<file path="config.mk">
export PLATFORM = sky130hd
export DESIGN_NAME = pei_top
export DESIGN_NICKNAME = d
export VERILOG_FILES = /design/src/hw/pei_flag_bit.v /design/src/hw/pei_top.v
export VERILOG_INCLUDE_DIRS = /design/src /design/src/include
export SDC_FILE = /design/constraint.sdc
export NUM_CORES = 1
export LEC_CHECK = 0
export BUFFER_PORTS_ARGS = -buffer_cell sky130_fd_sc_hd__buf_2
export CELL_PAD_IN_SITES_DETAIL_PLACEMENT = 1
export CELL_PAD_IN_SITES_GLOBAL_PLACEMENT = 2
export CORE_AREA = 3 3 146 162
export DETAILED_ROUTE_END_ITERATION = 8
export DIE_AREA = 0 0 149 165
export GPL_ROUTABILITY_DRIVEN = 0
export PLACE_DENSITY_LB_ADDON = 0.25
export SLEW_MARGIN = 20
export SYNTH_ARGS = -nofsm -noshare
export SYNTH_HDL_FRONTEND = slang
export SYNTH_SLANG_ARGS = --single-unit
export TNS_END_PERCENT = 10
</file>
<file path="constraint.sdc">
create_clock -name clock_in -period 2.1 [get_ports clock_in]
set_input_delay 0.105 -clock clock_in [delete_from_list [all_inputs] [get_ports clock_in]]
set_output_delay 0.105 -clock clock_in [all_outputs]
set_load 0.02 [all_outputs]
</file>
<file path="src/include/pei_defines.vh">
// Purpose: Shared constants for the event interrupt and configuration block.
// Assumes: AXI4-Lite with 32-bit data, byte address is four times the index.
// Notes: Definitions only.
`ifndef PEI_DEFINES_VH
`define PEI_DEFINES_VH
`define PEI_IDX_ENABLES 8'h12
`define PEI_IDX_FLAGS 8'h13
`define PEI_IDX_CONFIG 8'h14
`define PEI_IDX_CONTROL 8'h20
`define PEI_RST_ENABLES 16'h0000
`define PEI_RST_FLAGS 16'h0000
`define PEI_RST_CONFIG 16'h29C7
`define PEI_RST_CONTROL 16'h0000
`define PEI_RST_PIN 1'b1
`define PEI_RST_ATTEMPTS 4'h4
`define PEI_CFG_WMASK 16'hEFFF
`define PEI_CLR_ON_READ 16'hFDF1
`define PEI_BIT_DETECT 15
`define PEI_BIT_TXERR_SUP 14
`define PEI_BIT_POLARITY 13
`define PEI_BIT_SOFT_RST 12
`define PEI_BIT_ATT_HI 11
`define PEI_BIT_ATT_LO 10
`define PEI_BIT_DS_EN 9
`define PEI_BIT_DS_ENH 8
`define PEI_BIT_SER_AN 7
`define PEI_BIT_DS_10M 6
`define PEI_BIT_CLK_HI 5
`define PEI_BIT_CLK_LO 4
`define PEI_BIT_COL_FD 3
`define PEI_BIT_LEGACY 2
`define PEI_BIT_LSEMI 1
`define PEI_BIT_FSEMI 0
`define PEI_BIT_EEE 9
`define PEI_BIT_WAKE 3
`define PEI_BIT_MACBUF 2
`define PEI_BIT_POLCHG 1
`define PEI_RESP_OKAY 2'h0
`define PEI_RESP_SLVERR 2'h2
`endif

</file>
<file path="src/hw/pei_flag_bit.v">
// Purpose: One event flag, latched high or live status.
// Assumes: Clear arrives as a one-cycle pulse on a flag register read.
// Notes: A set in the clear cycle wins.
`timescale 1ns/1ps
module pei_flag_bit #(
	parameter LATCHED = 1
) (
	input wire clock_in,
	input wire nrst_in,
	input wire event_in,
	input wire clear_in,
	output wire flag_out
);
	reg flag_r;
	always @(posedge clock_in or negedge nrst_in)
	begin
		if (!nrst_in)
			flag_r <= 1'b0;
		else if (LATCHED != 0)
			flag_r <= event_in | (flag_r & ~clear_in);
		else
			flag_r <= event_in;
	end
	assign flag_out = flag_r;
endmodule

</file>
<file path="src/hw/pei_top.v">
// Purpose: Event flags, enables, interrupt pin and general configuration.
// Assumes: Event inputs are synchronous pulses or levels on clock_in.
// Notes: AXI4-Lite slave, one write and one read at a time.
//
// How it works
// - Flags set regardless of enable bits.
// - Enabled set flag drives the interrupt while control bit 0 is set.
// - Sixteen enables reset zero, MII gate too.
// - Bits 15,12,11 latch high, clear on read.
// - Bits 14,13,10 latch high, clear on read.
// - Bits 8,7 latch high, clear on read.
// - Bits 6,5,4 latch high, clear on read.
// - Bits 9,3 live status, read never clears.
// - Bit 2 shows MAC buffer fault.
// - Bit 1 latches polarity, bit 0 jabber.
// - Polarity bit 13 selects active low.
// - Config bit 12 gives self-clearing reset pulse.
// - Bit 14 suppresses serial transmit error.
// - Bits 11-10 pick 1,2,4,8 attempts.
// - Bit 9 enables downshift, resets off.
// - Bit 8 adds no-energy downshift.
// - Bit 6 allows fallback to 10M.
// - Bit 7 enables serial auto-negotiation.
// - Bits 5-4 select transmit clock rate.
// - Bit 3 drives collision in full duplex.
// - Bit 2 enables legacy scrambler selection.
// - Bits 1,0 enable leader/follower semi-cross.
//
// Decided for this implementation: the AXI4-Lite slave port.
`timescale 1ns/1ps
`include "pei_defines.vh"
module pei_top (
	input wire clock_in,
	input wire nrst_in,
	input wire [31:0] s_axi_awaddr,
	input wire s_axi_awvalid,
	output wire s_axi_awready,
	input wire [31:0] s_axi_wdata,
	input wire [3:0] s_axi_wstrb,
	input wire s_axi_wvalid,
	output wire s_axi_wready,
	output wire [1:0] s_axi_bresp,
	output wire s_axi_bvalid,
	input wire s_axi_bready,
	input wire [31:0] s_axi_araddr,
	input wire s_axi_arvalid,
	output wire s_axi_arready,
	output wire [31:0] s_axi_rdata,
	output wire [1:0] s_axi_rresp,
	output wire s_axi_rvalid,
	input wire s_axi_rready,
	input wire [15:0] event_in,
	input wire serial_tx_error_in,
	input wire full_duplex_mode_in,
	input wire collision_in,
	output wire irq_pin_out,
	output wire serial_soft_reset_out,
	output wire serial_tx_error_out,
	output wire collision_out,
	output wire [3:0] downshift_attempt_count_out,
	output wire downshift_enable_out,
	output wire downshift_enhanced_enable_out,
	output wire downshift_to_10m_enable_out,
	output wire serial_negotiation_enable_out,
	output wire [1:0] tx_clock_select_out,
	output wire tx_clock_enable_out,
	output wire legacy_scrambler_auto_enable_out,
	output wire leader_semicross_enable_out,
	output wire follower_semicross_enable_out,
	output wire powered_device_detect_enable_out
);
	////////////////////////////////////////////////////////////////////////
	reg [15:0] enables_r;
	reg [15:0] config_r;
	reg [15:0] control_r;
	reg soft_rst_r;
	reg [31:0] awaddr_r;
	reg aw_full_r;
	reg [31:0] wdata_r;
	reg [3:0] wstrb_r;
	reg w_full_r;
	reg bvalid_r;
	reg [1:0] bresp_r;
	reg rvalid_r;
	reg [31:0] rdata_r;
	reg [1:0] rresp_r;
	reg irq_pin_r;
	reg [3:0] attempts_r;
	reg [3:0] attempts_nxt;
	reg tx_error_r;
	reg collision_r;
	wire [15:0] flags;
	wire [15:0] clear_vec;
	wire [15:0] wr_data16;
	wire [7:0] wr_idx;
	wire [7:0] rd_idx;
	wire do_write;
	wire do_read;
	wire wr_aligned;
	wire rd_aligned;
	wire flag_read;
	wire irq_any;
	wire [15:0] cfg_wmask;
	wire wr_hit_en;
	wire wr_hit_fl;
	wire wr_hit_cf;
	wire wr_hit_ct;
	wire wr_known;
	wire rd_hit_en;
	wire rd_hit_fl;
	wire rd_hit_cf;
	wire rd_hit_ct;
	wire collision_nxt;
	////////////////////////////////////////////////////////////////////////
	// Each flag is one instance; the clear pulse only reaches latched bits.
	genvar gi;
	generate
		for (gi = 0; gi < 16; gi = gi + 1)
		begin : g_flag
			pei_flag_bit #(
				.LATCHED((gi == `PEI_BIT_EEE || gi == `PEI_BIT_WAKE || gi == `PEI_BIT_MACBUF) ? 0 : 1)
			) u_flag (
				.clock_in(clock_in),
				.nrst_in(nrst_in),
				.event_in(event_in[gi]),
				.clear_in(clear_vec[gi]),
				.flag_out(flags[gi])
			);
		end
	endgenerate
	assign clear_vec = flag_read ? `PEI_CLR_ON_READ : 16'h0000;
	////////////////////////////////////////////////////////////////////////
	// Address and data are held separately so either may arrive first.
	assign s_axi_awready = ~aw_full_r & ~bvalid_r;
	assign s_axi_wready = ~w_full_r & ~bvalid_r;
	assign do_write = aw_full_r & w_full_r & ~bvalid_r;
	assign wr_idx = awaddr_r[9:2];
	assign wr_aligned = (awaddr_r[1:0] == 2'h0) && (awaddr_r[31:10] == 22'h000000);
	assign wr_data16 = wdata_r[15:0];
	assign s_axi_arready = ~rvalid_r;
	assign do_read = s_axi_arvalid & ~rvalid_r;
	assign rd_idx = s_axi_araddr[9:2];
	assign rd_aligned = (s_axi_araddr[1:0] == 2'h0) && (s_axi_araddr[31:10] == 22'h000000);
	////////////////////////////////////////////////////////////////////////
	// One decode per register keeps the write response and the read mux in step.
	assign cfg_wmask = `PEI_CFG_WMASK;
	assign wr_hit_en = wr_aligned && (wr_idx == `PEI_IDX_ENABLES);
	assign wr_hit_fl = wr_aligned && (wr_idx == `PEI_IDX_FLAGS);
	assign wr_hit_cf = wr_aligned && (wr_idx == `PEI_IDX_CONFIG);
	assign wr_hit_ct = wr_aligned && (wr_idx == `PEI_IDX_CONTROL);
	assign wr_known = wr_hit_en | wr_hit_fl | wr_hit_cf | wr_hit_ct;
	assign rd_hit_en = rd_aligned && (rd_idx == `PEI_IDX_ENABLES);
	assign rd_hit_fl = rd_aligned && (rd_idx == `PEI_IDX_FLAGS);
	assign rd_hit_cf = rd_aligned && (rd_idx == `PEI_IDX_CONFIG);
	assign rd_hit_ct = rd_aligned && (rd_idx == `PEI_IDX_CONTROL);
	assign flag_read = do_read & rd_hit_fl;
	always @(posedge clock_in or negedge nrst_in)
	begin
		if (!nrst_in)
		begin
			awaddr_r <= 32'h00000000;
			aw_full_r <= 1'b0;
			wdata_r <= 32'h00000000;
			wstrb_r <= 4'h0;
			w_full_r <= 1'b0;
			bvalid_r <= 1'b0;
			bresp_r <= `PEI_RESP_OKAY;
		end
		else
		begin
			if (s_axi_awvalid & s_axi_awready)
			begin
				awaddr_r <= s_axi_awaddr;
				aw_full_r <= 1'b1;
			end
			if (s_axi_wvalid & s_axi_wready)
			begin
				wdata_r <= s_axi_wdata;
				wstrb_r <= s_axi_wstrb;
				w_full_r <= 1'b1;
			end
			if (do_write)
			begin
				aw_full_r <= 1'b0;
				w_full_r <= 1'b0;
				bvalid_r <= 1'b1;
				if (wr_known)
					bresp_r <= `PEI_RESP_OKAY;
				else
					bresp_r <= `PEI_RESP_SLVERR;
			end
			else if (bvalid_r & s_axi_bready)
				bvalid_r <= 1'b0;
		end
	end
	assign s_axi_bvalid = bvalid_r;
	assign s_axi_bresp = bresp_r;
	////////////////////////////////////////////////////////////////////////
	// Register writes; the flag register ignores writes, reads clear all its bits but 9, 3, 2 and 1.
	always @(posedge clock_in or negedge nrst_in)
	begin
		if (!nrst_in)
		begin
			enables_r <= `PEI_RST_ENABLES;
			config_r <= `PEI_RST_CONFIG;
			control_r <= `PEI_RST_CONTROL;
			soft_rst_r <= 1'b0;
		end
		else
		begin
			soft_rst_r <= 1'b0;
			if (do_write && wr_aligned)
			begin
				if (wr_idx == `PEI_IDX_ENABLES)
				begin
					if (wstrb_r[0])
						enables_r[7:0] <= wr_data16[7:0];
					if (wstrb_r[1])
						enables_r[15:8] <= wr_data16[15:8];
				end
				if (wr_idx == `PEI_IDX_CONFIG)
				begin
					if (wstrb_r[0])
						config_r[7:0] <= wr_data16[7:0];
					if (wstrb_r[1])
						config_r[15:8] <= wr_data16[15:8] & cfg_wmask[15:8];
					if (wstrb_r[1] && wr_data16[`PEI_BIT_SOFT_RST])
						soft_rst_r <= 1'b1;
				end
				if (wr_idx == `PEI_IDX_CONTROL && wstrb_r[0])
					control_r <= {15'h0000, wr_data16[0]};
			end
		end
	end
	////////////////////////////////////////////////////////////////////////
	// Reads; the soft reset bit always reads back zero because the write mask never stores it.
	always @(posedge clock_in or negedge nrst_in)
	begin
		if (!nrst_in)
		begin
			rvalid_r <= 1'b0;
			rdata_r <= 32'h00000000;
			rresp_r <= `PEI_RESP_OKAY;
		end
		else if (do_read)
		begin
			rvalid_r <= 1'b1;
			rresp_r <= `PEI_RESP_OKAY;
			if (!rd_aligned)
			begin
				rdata_r <= 32'h00000000;
				rresp_r <= `PEI_RESP_SLVERR;
			end
			else if (rd_hit_en)
				rdata_r <= {16'h0000, enables_r};
			else if (rd_hit_fl)
				rdata_r <= {16'h0000, flags};
			else if (rd_hit_cf)
				rdata_r <= {16'h0000, config_r};
			else if (rd_hit_ct)
				rdata_r <= {16'h0000, control_r};
			else
			begin
				rdata_r <= 32'h00000000;
				rresp_r <= `PEI_RESP_SLVERR;
			end
		end
		else if (rvalid_r & s_axi_rready)
			rvalid_r <= 1'b0;
	end
	assign s_axi_rvalid = rvalid_r;
	assign s_axi_rdata = rdata_r;
	assign s_axi_rresp = rresp_r;
	////////////////////////////////////////////////////////////////////////
	// Control bit 0 stands for the MII interrupt gate kept outside this map.
	assign irq_any = control_r[0] & (|(flags & enables_r));
	// The pin is a flop so that a polarity write cannot glitch it; it idles high out of reset.
	always @(posedge clock_in or negedge nrst_in)
	begin
		if (!nrst_in)
			irq_pin_r <= `PEI_RST_PIN;
		else if (config_r[`PEI_BIT_POLARITY])
			irq_pin_r <= ~irq_any;
		else
			irq_pin_r <= irq_any;
	end
	assign irq_pin_out = irq_pin_r;
	////////////////////////////////////////////////////////////////////////
	always @*
	begin
		case (config_r[`PEI_BIT_ATT_HI:`PEI_BIT_ATT_LO])
			2'h0: attempts_nxt = 4'h1;
			2'h1: attempts_nxt = 4'h2;
			2'h2: attempts_nxt = 4'h4;
			default: attempts_nxt = 4'h8;
		endcase
	end
	always @(posedge clock_in or negedge nrst_in)
	begin
		if (!nrst_in)
			attempts_r <= `PEI_RST_ATTEMPTS;
		else
			attempts_r <= attempts_nxt;
	end
	assign downshift_attempt_count_out = attempts_r;
	assign serial_soft_reset_out = soft_rst_r;
	// Both indications pass one flop: a cycle of delay traded for outputs free of glitches.
	assign collision_nxt = collision_in & (~full_duplex_mode_in | config_r[`PEI_BIT_COL_FD]);
	always @(posedge clock_in or negedge nrst_in)
	begin
		if (!nrst_in)
		begin
			tx_error_r <= 1'b0;
			collision_r <= 1'b0;
		end
		else
		begin
			tx_error_r <= serial_tx_error_in & ~config_r[`PEI_BIT_TXERR_SUP];
			collision_r <= collision_nxt;
		end
	end
	assign serial_tx_error_out = tx_error_r;
	assign collision_out = collision_r;
	assign downshift_enable_out = config_r[`PEI_BIT_DS_EN];
	assign downshift_enhanced_enable_out = config_r[`PEI_BIT_DS_EN] & config_r[`PEI_BIT_DS_ENH];
	assign downshift_to_10m_enable_out = config_r[`PEI_BIT_DS_10M];
	assign serial_negotiation_enable_out = config_r[`PEI_BIT_SER_AN];
	assign tx_clock_select_out = config_r[`PEI_BIT_CLK_HI:`PEI_BIT_CLK_LO];
	assign tx_clock_enable_out = ~config_r[`PEI_BIT_CLK_HI];
	assign legacy_scrambler_auto_enable_out = config_r[`PEI_BIT_LEGACY];
	assign leader_semicross_enable_out = config_r[`PEI_BIT_LSEMI];
	assign follower_semicross_enable_out = config_r[`PEI_BIT_FSEMI];
	assign powered_device_detect_enable_out = config_r[`PEI_BIT_DETECT];
endmodule

</file>
==> results of run 1 <==
## worst max path at each step
stage	start	endpoint	cells past startpoint
after floorplan	s_axi_bvalid$_DFFE_PN0P_	wdata_r[10]$_DFFE_PN0P_	5
after global placement	awaddr_r[19]$_DFFE_PN0P_	config_r[15]$_DFFE_PN0P_	6
after detailed placement	awaddr_r[5]$_DFFE_PN0P_	config_r[3]$_DFFE_PN0P_	5
after CTS	awaddr_r[19]$_DFFE_PN0P_	enables_r[9]$_DFFE_PN0P_	6
after global routing	awaddr_r[23]$_DFFE_PN0P_	config_r[3]$_DFFE_PN0P_	6
final	awaddr_r[23]$_DFFE_PN0P_	config_r[4]$_DFFE_PN0P_	6
## Yosys cell counts (all sizes together) (9+ instances only)
master / instances
nor4: 15
dfrtp: 118
buf: 25
dfstp: 10
mux2: 82
a2bb2oi: 15
a22oi: 9
nand3: 21
clkbuf: 12
nor2: 12
o21ai: 16
a22o: 15
a21o: 13
## layout by cell type (no fill, tap or decap), drive strengths merged, types with 2 or more instances in the layout
cell           n
buf          169
dfrtp        118
mux2          82
dlygate4sd3   74
nand3         21
clkbuf        19
conb          18
o21ai         16
a2bb2oi       15
a22o          15
nor4          15
a21o          13
nor2          12
dfstp         10
a22oi          9
inv            8
nand4          6
nor3           6
clkinv         6
nor2b          5
nand2          5
and2           4
a21oi          3
diode          2
and3b          2
nand3b         2
nor3b          2
nand2b         2
clkinvlp       2
nor4bb         2
## report_power, final
group,switching [mW],total (mW),internal (mW)
sequential,0.419,3.43,3.01
clock,1.11,2.80,1.69
combinational,0.640,1.52,0.880
total,2.17,7.75,5.58
## timing repair
item                                    in CTS  in global routing
setup buffers                                0                  1
hold endpoints to repair                   118                  0
gates resized for setup                      1                  2
endpoints found under the setup margin      19                 15
pin swaps                                    0                  1
hold buffers                                74                  0
## sequential cells by signal, summed over array words and instances (netlist names), 2 cells and up
name / cells
awaddr_r: 32
enables_r: 16
g_flag.u_flag.flag_out: 16
s_axi_rdata: 16
wdata_r: 16
config_r: 15
downshift_attempt_count_out: 4
wstrb_r: 2
## per-stage QoR
stage | hold slack, ps | power (mW) | utilization
floorplan | -191 | 4.32 | -
detailed placement | 112 | 4.88 | 0.303
global placement | 102 | 4.78 | 0.303
finish | 122 | 7.75 | 0.364
global route | 163 | 8.22 | 0.364
CTS | 110 | 7.86 | 0.363
## routing by layer
metal | vias to the layer above | wire length, µm | global-route usage
met3 | 12 | 820 | 0.0370
met2 | 120 | 8410 | 0.242
li1 | 2009 | - | -
met4 | 0 | 178 | 0.0449
met1 | 2155 | 6960 | 0.164
met5 | - | 0 | 0
## critical path, delay by kind of cell, from the launching register on
kind / cells / cell delay [ps]
multiplexers: 1 / 340
buffers and inverters: 2 / 350
flip-flops: 1 / 380
AND/OR/NAND/NOR: 3 / 790
## kinds of logic after synthesis
group                  synth area share
XOR/XNOR                        0.00159
buffers and inverters            0.0423
AO/OA/AOI/OAI                     0.103
flip-flops                        0.582
multiplexers                      0.169
AND/OR/NAND/NOR                   0.101
other                          0.000679
## cell type report
class,instances,area (µm²)
antenna,2,5.00
fill,2423,14100
multi-input combinational,266,2170
clock buffer,19,453
inverter,5,18.8
timing repair buffer,243,1710
tap,295,369
clock inverter,12,109
sequential,128,3220
==> flow_metrics.tcl, run 1 <==
set metrics [dict create \
    maxCapViolCount 0 \
    wl_per_cell_um 16.9 \
    rows 57 \
    synth_seq_area_share 0.582 \
    clock-skew-final_ps 8.99 \
    synth_edf_count 0 \
    hold_end "s_axi_rresp[1]$_DFFE_PN0P_" \
    final_cell_area_um2 8050 \
    syn_to_final_growth_pct 45.6 \
    reg2reg_to "config_r[4]$_DFFE_PN0P_" \
    synthesis.instances 419 \
    ios 186 \
    worst_path_max_delay_cell "dfrtp_1" \
    synthTopCellsByArea "dfrtp_1 (53%), mux2_2 (17%), dfstp_2 (4.8%)" \
    fin_tns_setup_ps 0 \
    setup-violations-final 0 \
    first_iter_violations 163 \
    grt_pass1_vias 4755 \
    via_per_inst 4.43 \
    min_path_type "primary input to flip-flop" \
    antenna_found_initial 2 \
    wl_um 16400 \
    vias 4296 \
    cp.required_ps 2400 \
    hold_start "s_axi_arvalid" \
    dp.final_hpwl_um 12100 \
    die-area_um2 24600 \
    regToRegSetupSlack_ps 110 \
    tightest_slew_ps 526 \
    portBuffers 149 \
    coreArea_um2 22100 \
    grt_util_all_layers 0.138 \
    synth-async-reset-ratio 1.00 \
    path_max_fanout 8 \
    htree_levels 4 \
    status "completed" \
    worst-setup-path-type "flip-flop to flip-flop" \
    maxSlewHeadroom 0.649 \
    yosysUniqueCellTypes 44 \
    syn_avg_cell_area_um2 13.2 \
    ys.flop_type "dfrtp_1" \
    die_x_um 149 \
    fin_crit_sh 0.949 \
    cts_buffer_depth 2 \
    drive_gt1_frac 0.449 \
    timing.final.ws_setup_ps 107 \
    syn_area_um2 5530 \
    dpl.cell_count 862 \
    route.detailed.drc 0 \
    place_ws_ps -57.0 \
    clock-sinks 128 \
    worstPathArrival_ps 2290 \
    ir_worst_vdd_v 0.000538 \
    cts_buffers 17 \
    startpoint_type "flip-flop" \
    grt_overflow_total 0 \
    r2r_start "awaddr_r[23]$_DFFE_PN0P_" \
    initial_core_util 0.250 \
    period_minus_slack_ps 1990 \
    max_freq_mhz 502 \
    placed_cell_area_um2 6710 \
    ys_seq_elements 128 \
    leakagePower_nw 3.70 \
    crit_chain "nor4_1 -> buf_4 -> nand3_1 -> nor4_4 -> buf_12 -> mux2_2" \
    powerDensity_nw_per_um2 963 \
    yosys_warnings 0 \
    slew_viol_final 0 \
    grt_first_pass_wirelength_um 26200 \
    nNetsFinal 787 \
    die_y_um 165 \
    drt_pass1_iterations 4 \
    grt_max_degree 54 \
    yosysTopAreaCellShare 0.534 \
    max_stage_delay_ps 380 \
    clk_latency_ps 420 \
    reg2regPathDepth 6 \
    hold_viol 0 \
    hold_depth 4 \
    yosysTopAreaCell "dfrtp_1" \
    cts_tree "built" \
    clk_root_buffer_cell "clkbuf_16" \
    drtAntennaViolNets 0 \
    rsz0062_at_grt "false" \
    crit_path_end_kind "flip-flop" \
    final_cells 970 \
    path_clk_slew_ps 60 \
]
Power figures use the tool's default switching activity.
==> run 2, diff against run 1 <==
--- a/config.mk
+++ b/config.mk
@@ -14,6 +14,7 @@
 export DIE_AREA = 0 0 149 165
 export GPL_ROUTABILITY_DRIVEN = 0
 export PLACE_DENSITY_LB_ADDON = 0.25
+export RECOVER_POWER = 100
 export SLEW_MARGIN = 20
 export SYNTH_ARGS = -nofsm -noshare
 export SYNTH_HDL_FRONTEND = slang
==> run 2 against run 1 <==
Effect of this change:
- die area unchanged
- design area down 1.1%
- worst hold slack better by 1.3 ps
- clock power about the same
- clock-buffer cell count unchanged
- cell count unchanged
- flip-flop and latch count unchanged
- power down 0.53%
- global-route usage unchanged
- sequential share of layout area up 0.44 points
- largest cell class unchanged
- largest power group unchanged
==> flow_metrics.tcl, run 2 (synthesized netlist as in run 1, its figures left out) <==
set metrics [dict create \
    htree_levels 4 \
    path_clk_slew_ps 60 \
    rsz0062_at_grt "false" \
    startpoint_type "flip-flop" \
    syn_to_final_growth_pct 44.0 \
    setup-violations-final 0 \
    portBuffers 149 \
    reg2regPathDepth 6 \
    p_clk_frac 0.363 \
    timing.final.ws_setup_ps 109 \
    die_x_um 149 \
    cts_buffers 17 \
    worst-setup-path-type "flip-flop to flip-flop" \
    reg2reg_to "config_r[4]$_DFFE_PN0P_" \
    period_minus_slack_ps 1990 \
    min_path_type "primary input to flip-flop" \
    nNetsFinal 787 \
    leakagePower_nw 3.52 \
    hold_end "s_axi_rresp[1]$_DFFE_PN0P_" \
    fin_crit_sh 0.948 \
    vias 4291 \
    tightest_slew_ps 1430 \
    powerDensity_nw_per_um2 968 \
    grt_pass1_vias 4755 \
    intPower_mw 5.54 \
    die_y_um 165 \
    path_max_fanout 8 \
    crit_path_end_kind "flip-flop" \
    p_sw_mw 2.17 \
    finalPower_mw 7.71 \
    grt_util_all_layers 0.138 \
    route.detailed.drc 0 \
    first_iter_violations 124 \
    via_per_inst 4.42 \
    drive_gt1_frac 0.380 \
    cp.required_ps 2400 \
    wl_per_cell_um 16.9 \
    grt_overflow_total 0 \
    coreArea_um2 22100 \
    hold_depth 4 \
    clk_latency_ps 420 \
    antenna_found_initial 2 \
    final_common_cell "dfrtp_1" \
    drt_pass1_iterations 4 \
    grt_first_pass_wirelength_um 26200 \
    largest_reg_flops 32 \
    worstPathArrival_ps 2290 \
    place_ws_ps -57.0 \
    maxSlewHeadroom 0.0472 \
    cts_tree "built" \
    slew_viol_final 0 \
    rows 57 \
    final_cell_mix "dfrtp_1 (118), buf_2 (106), mux2_2 (81)" \
    grt_max_degree 54 \
    die-area_um2 24600 \
    maxCapViolCount 0 \
    ir_worst_vdd_v 0.000538 \
    regToRegSetupSlack_ps 110 \
    drtAntennaViolNets 0 \
    largest-register "awaddr_r" \
    clock-sinks 128 \
    clock-skew-final_ps 8.99 \
    wl_um 16400 \
    combPwrFrac 0.192 \
    dp.final_hpwl_um 12100 \
    r2r_start "awaddr_r[23]$_DFFE_PN0P_" \
    max_freq_mhz 502 \
    pwr-share-seq 0.445 \
    switching_share 0.282 \
    ios 186 \
    cts_buffer_depth 2 \
    hold_viol 0 \
    hold_start "s_axi_arvalid" \
    initial_core_util 0.250 \
    status "completed" \
    clk_root_buffer_cell "clkbuf_16" \
]
-- run 2: cell count changes in the layout (fill, tap and decap cells not counted), sizes merged --
cell	change
clkbuf	+49
buf	-49
-- run 2: final cells by class --
class	instances	area [µm²]
antenna	2	5.00
clock buffer	19	453
clock inverter	12	109
fill	2443	14100
inverter	5	18.8
multi-input combinational	266	2170
sequential	128	3220
tap	295	369
timing repair buffer	243	1620
-- run 2: worst max-delay path, stage by stage (launching register included) --
cell	delay (ps)
dfrtp_1	380
nor4_1	280
buf_4	170
nand3_1	180
nor4_4	330
buf_12	180
mux2_2	340
-- run 2: worst max path at each step --
stage / from / to / cells past startpoint
floorplan: s_axi_bvalid$_DFFE_PN0P_ / wdata_r[10]$_DFFE_PN0P_ / 5
global route: awaddr_r[19]$_DFFE_PN0P_ / enables_r[9]$_DFFE_PN0P_ / 6
detailed placement: awaddr_r[5]$_DFFE_PN0P_ / config_r[3]$_DFFE_PN0P_ / 5
CTS: awaddr_r[19]$_DFFE_PN0P_ / enables_r[9]$_DFFE_PN0P_ / 6
finish: awaddr_r[23]$_DFFE_PN0P_ / config_r[4]$_DFFE_PN0P_ / 6
global placement: awaddr_r[19]$_DFFE_PN0P_ / config_r[15]$_DFFE_PN0P_ / 6
-- run 2: stage by stage --
step / util / instances / hold WS [ps] / setup TNS [ps] / instance area, µm²
final: 0.360 / 970 / 123 / 0 / 7960
after global routing: 0.360 / 970 / 163 / 0 / 7960
after CTS: 0.363 / 967 / 110 / 0 / 8020
after detailed placement: 0.303 / 862 / 112 / -271 / 6710
after global placement: 0.303 / 862 / 102 / 0 / 6710
after floorplan: - / 436 / -191 / 0 / 5590
-- run 2: power groups by stage --
stage / Combinational [mW] / Clock [mW] / Sequential (mW)
2_1_floorplan: 1.00 / 0 / 3.32
4_1_cts: 1.55 / 2.89 / 3.42
6_report: 1.48 / 2.80 / 3.43
5_1_grt: 1.64 / 3.02 / 3.52
3_5_place_dp: 1.43 / 0 / 3.45
3_3_place_gp: 1.37 / 0 / 3.41
-- run 2: what timing repair did --
| action | CTS | global route |
|---|---|---|
| cloned | 0 | 0 |
| gates resized for setup | 1 | 2 |
| pin swaps | 0 | 1 |
| endpoints found under the hold margin | 118 | 0 |
| hold buffers | 74 | 0 |
| buffers inserted | 0 | 1 |
| setup endpoints to repair | 19 | 15 |
-- run 2: layer usage --
| metal | wire [µm] | part of all wire | track usage | vias up |
|---|---|---|---|---|
| met4 | 178 | 0.011 | 0.0449 | 0 |
| met5 | 0 | 0 | 0 | - |
| li1 | - | - | - | 2010 |
| met3 | 821 | 0.050 | 0.0370 | 12 |
| met2 | 8410 | 0.51 | 0.242 | 123 |
| met1 | 6990 | 0.43 | 0.164 | 2146 |
==> run 3, diff against run 2 <==
--- a/config.mk
+++ b/config.mk
@@ -10,10 +10,11 @@
 export CELL_PAD_IN_SITES_DETAIL_PLACEMENT = 1
 export CELL_PAD_IN_SITES_GLOBAL_PLACEMENT = 2
 export CORE_AREA = 3 3 146 162
+export CTS_CLUSTER_SIZE = 40
 export DETAILED_ROUTE_END_ITERATION = 8
 export DIE_AREA = 0 0 149 165
 export GPL_ROUTABILITY_DRIVEN = 0
-export PLACE_DENSITY_LB_ADDON = 0.25
+export PLACE_DENSITY_LB_ADDON = 0.1
 export RECOVER_POWER = 100
 export SLEW_MARGIN = 20
 export SYNTH_ARGS = -nofsm -noshare
==> run 3 against run 2 <==
Effect of this change:
- wire length rose by 1.7%
- sequential share of layout area shrank 0.35 points
- fmax shrank 0.17%
- power rose by 7.0%
- critical endpoint is now config_r[5]$_DFFE_PN0P_
- largest cell class unchanged
==> flow_metrics.tcl, run 3 (synthesized netlist as in run 1, its figures left out) <==
set metrics [dict create \
    status "completed" \
    cp.required_ps 2400 \
    regToRegSetupSlack_ps 110 \
    setup-violations-final 0 \
    die_x_um 149 \
    ios 186 \
    leakagePower_nw 3.57 \
    fin_tns_setup_ps 0 \
    place_ws_ps 29.7 \
    fin_crit_sh 0.950 \
    max_freq_mhz 501 \
    cts_buffer_depth 2 \
    r2r_start "awaddr_r[23]$_DFFE_PN0P_" \
    reg2regPathDepth 7 \
    antennaDiodeCount 0 \
    vias 4342 \
    path_clk_slew_ps 60 \
    antenna_found_initial 0 \
    first_iter_violations 114 \
    grt_overflow_total 0 \
    cts_tree "built" \
    slew_viol_final 0 \
    grt_max_degree 57 \
    num-fill-cells 2441 \
    dp.final_hpwl_um 12200 \
    worstPathArrival_ps 2290 \
    min_path_type "primary input to flip-flop" \
    hold_viol 0 \
    endpoint "config_r[5]$_DFFE_PN0P_" \
    grt_util_all_layers 0.141 \
    reg2reg_to "config_r[5]$_DFFE_PN0P_" \
    crit_path_end_kind "flip-flop" \
    drtAntennaViolNets 0 \
    grt_first_pass_wirelength_um 26500 \
    initial_core_util 0.250 \
    final_cell_mix "dfrtp_1 (118), buf_2 (107), mux2_2 (81)" \
    drt_pass1_iterations 4 \
    cts_buffers 17 \
    portBuffers 149 \
    rows 57 \
    worst_path_max_delay_cell "dfrtp_1" \
    wl_um 16700 \
    wl_per_cell_um 17.2 \
    final_common_cell "dfrtp_1" \
    ir_worst_vdd_v 0.000578 \
    crit_chain "nor4_1 -> buf_4 -> nand3_1 -> clkbuf_2 -> nor4_4 -> buf_12 -> mux2_2" \
    crit_path_start "awaddr_r[23]$_DFFE_PN0P_" \
    coreArea_um2 22100 \
    die_y_um 165 \
    max_stage_delay_ps 380 \
    htree_levels 4 \
    route.detailed.drc 0 \
    syn_to_final_growth_pct 45.3 \
    startpoint_type "flip-flop" \
    timing.final.ws_setup_ps 105 \
    clk_latency_ps 420 \
    clock-skew-final_ps 6.42 \
    drive_gt1_frac 0.381 \
    clock-sinks 128 \
    rsz0062_at_grt "false" \
    maxSlewHeadroom 0.195 \
    grt_pass1_vias 4843 \
    tightest_slew_ps 1210 \
    worst-setup-path-type "flip-flop to flip-flop" \
    largest_reg_flops 32 \
    path_max_fanout 8 \
    fin_util 0.363 \
    die-area_um2 24600 \
    powerDensity_nw_per_um2 1030 \
    largest-register "awaddr_r" \
    via_per_inst 4.48 \
    maxCapViolCount 0 \
    clk_root_buffer_cell "clkbuf_16" \
    nNetsFinal 788 \
    period_minus_slack_ps 1990 \
]
[run 3: cell types whose count changed in the layout (fill, tap and decap cells not counted), moves of 2 or more]
cell,previous run,this run
clkinvlp_4,2,0
bufinv_16,1,6
diode_2,2,0
nor4_4,4,2
clkbuf_2,3,5
clkinv_4,2,4
inv_6,3,1
buf_12,4,2
clkinv_2,4,2
[run 3: final cells by class]
class / instances / area, µm² / area share
Sequential cell: 128 / 3220 / 0.401
Multi-Input combinational cell: 266 / 2150 / 0.267
Timing Repair Buffer: 244 / 1600 / 0.199
Clock buffer: 19 / 443 / 0.0552
Tap cell: 295 / 369 / 0.0460
Clock inverter: 13 / 234 / 0.0291
Inverter: 5 / 18.8 / 0.00234
[run 3: worst min path at each step]
stage,from,endpoint,cells past startpoint
after floorplan,nrst_in,aw_full_r$_DFFE_PN0P_,0
after global placement,nrst_in,serial_soft_reset_out$_DFF_PN0_,1
after detailed placement,nrst_in,serial_soft_reset_out$_DFF_PN0_,1
after CTS,s_axi_arvalid,s_axi_rresp[1]$_DFFE_PN0P_,4
after global routing,s_axi_arvalid,s_axi_rresp[1]$_DFFE_PN0P_,4
final,s_axi_arvalid,s_axi_rresp[1]$_DFFE_PN0P_,4
[run 3: critical path: cells and delay by family (launching register included)]
family | cells | cell delay [ps]
buf+inv | 3 | 520
flops | 1 | 380
mux | 1 | 330
simple gates | 3 | 640
[run 3: metal layers]
layer,global-route usage,share of wire
met2,0.243,0.51
met4,0.0487,0.016
met5,0,0
met1,0.170,0.42
met3,0.0368,0.054
[run 3: timing repair]
action / CTS / global route
endpoints found under the hold margin: 117 / 0
hold buffers: 74 / 0
setup endpoints to repair: 0 / 13
gates resized for setup: 0 / 1
setup buffers: 0 / 1
[run 3: metrics by stage]
step	cells	hold WS (ps)	area, µm²	total power, mW
after global routing	970	141	8030	8.70
after floorplan	436	-191	5590	4.32
after detailed placement	863	69.9	6710	4.88
after CTS	969	115	8130	8.46
after global placement	863	72.7	6710	4.80
final	970	130	8030	8.24
[run 3: report_power, final]
group | switching [mW] | internal, mW | leakage (nW)
Sequential | 0.395 | 3.01 | 1.54
Combinational | 0.628 | 0.816 | 1.70
Clock | 1.13 | 2.26 | 0.331
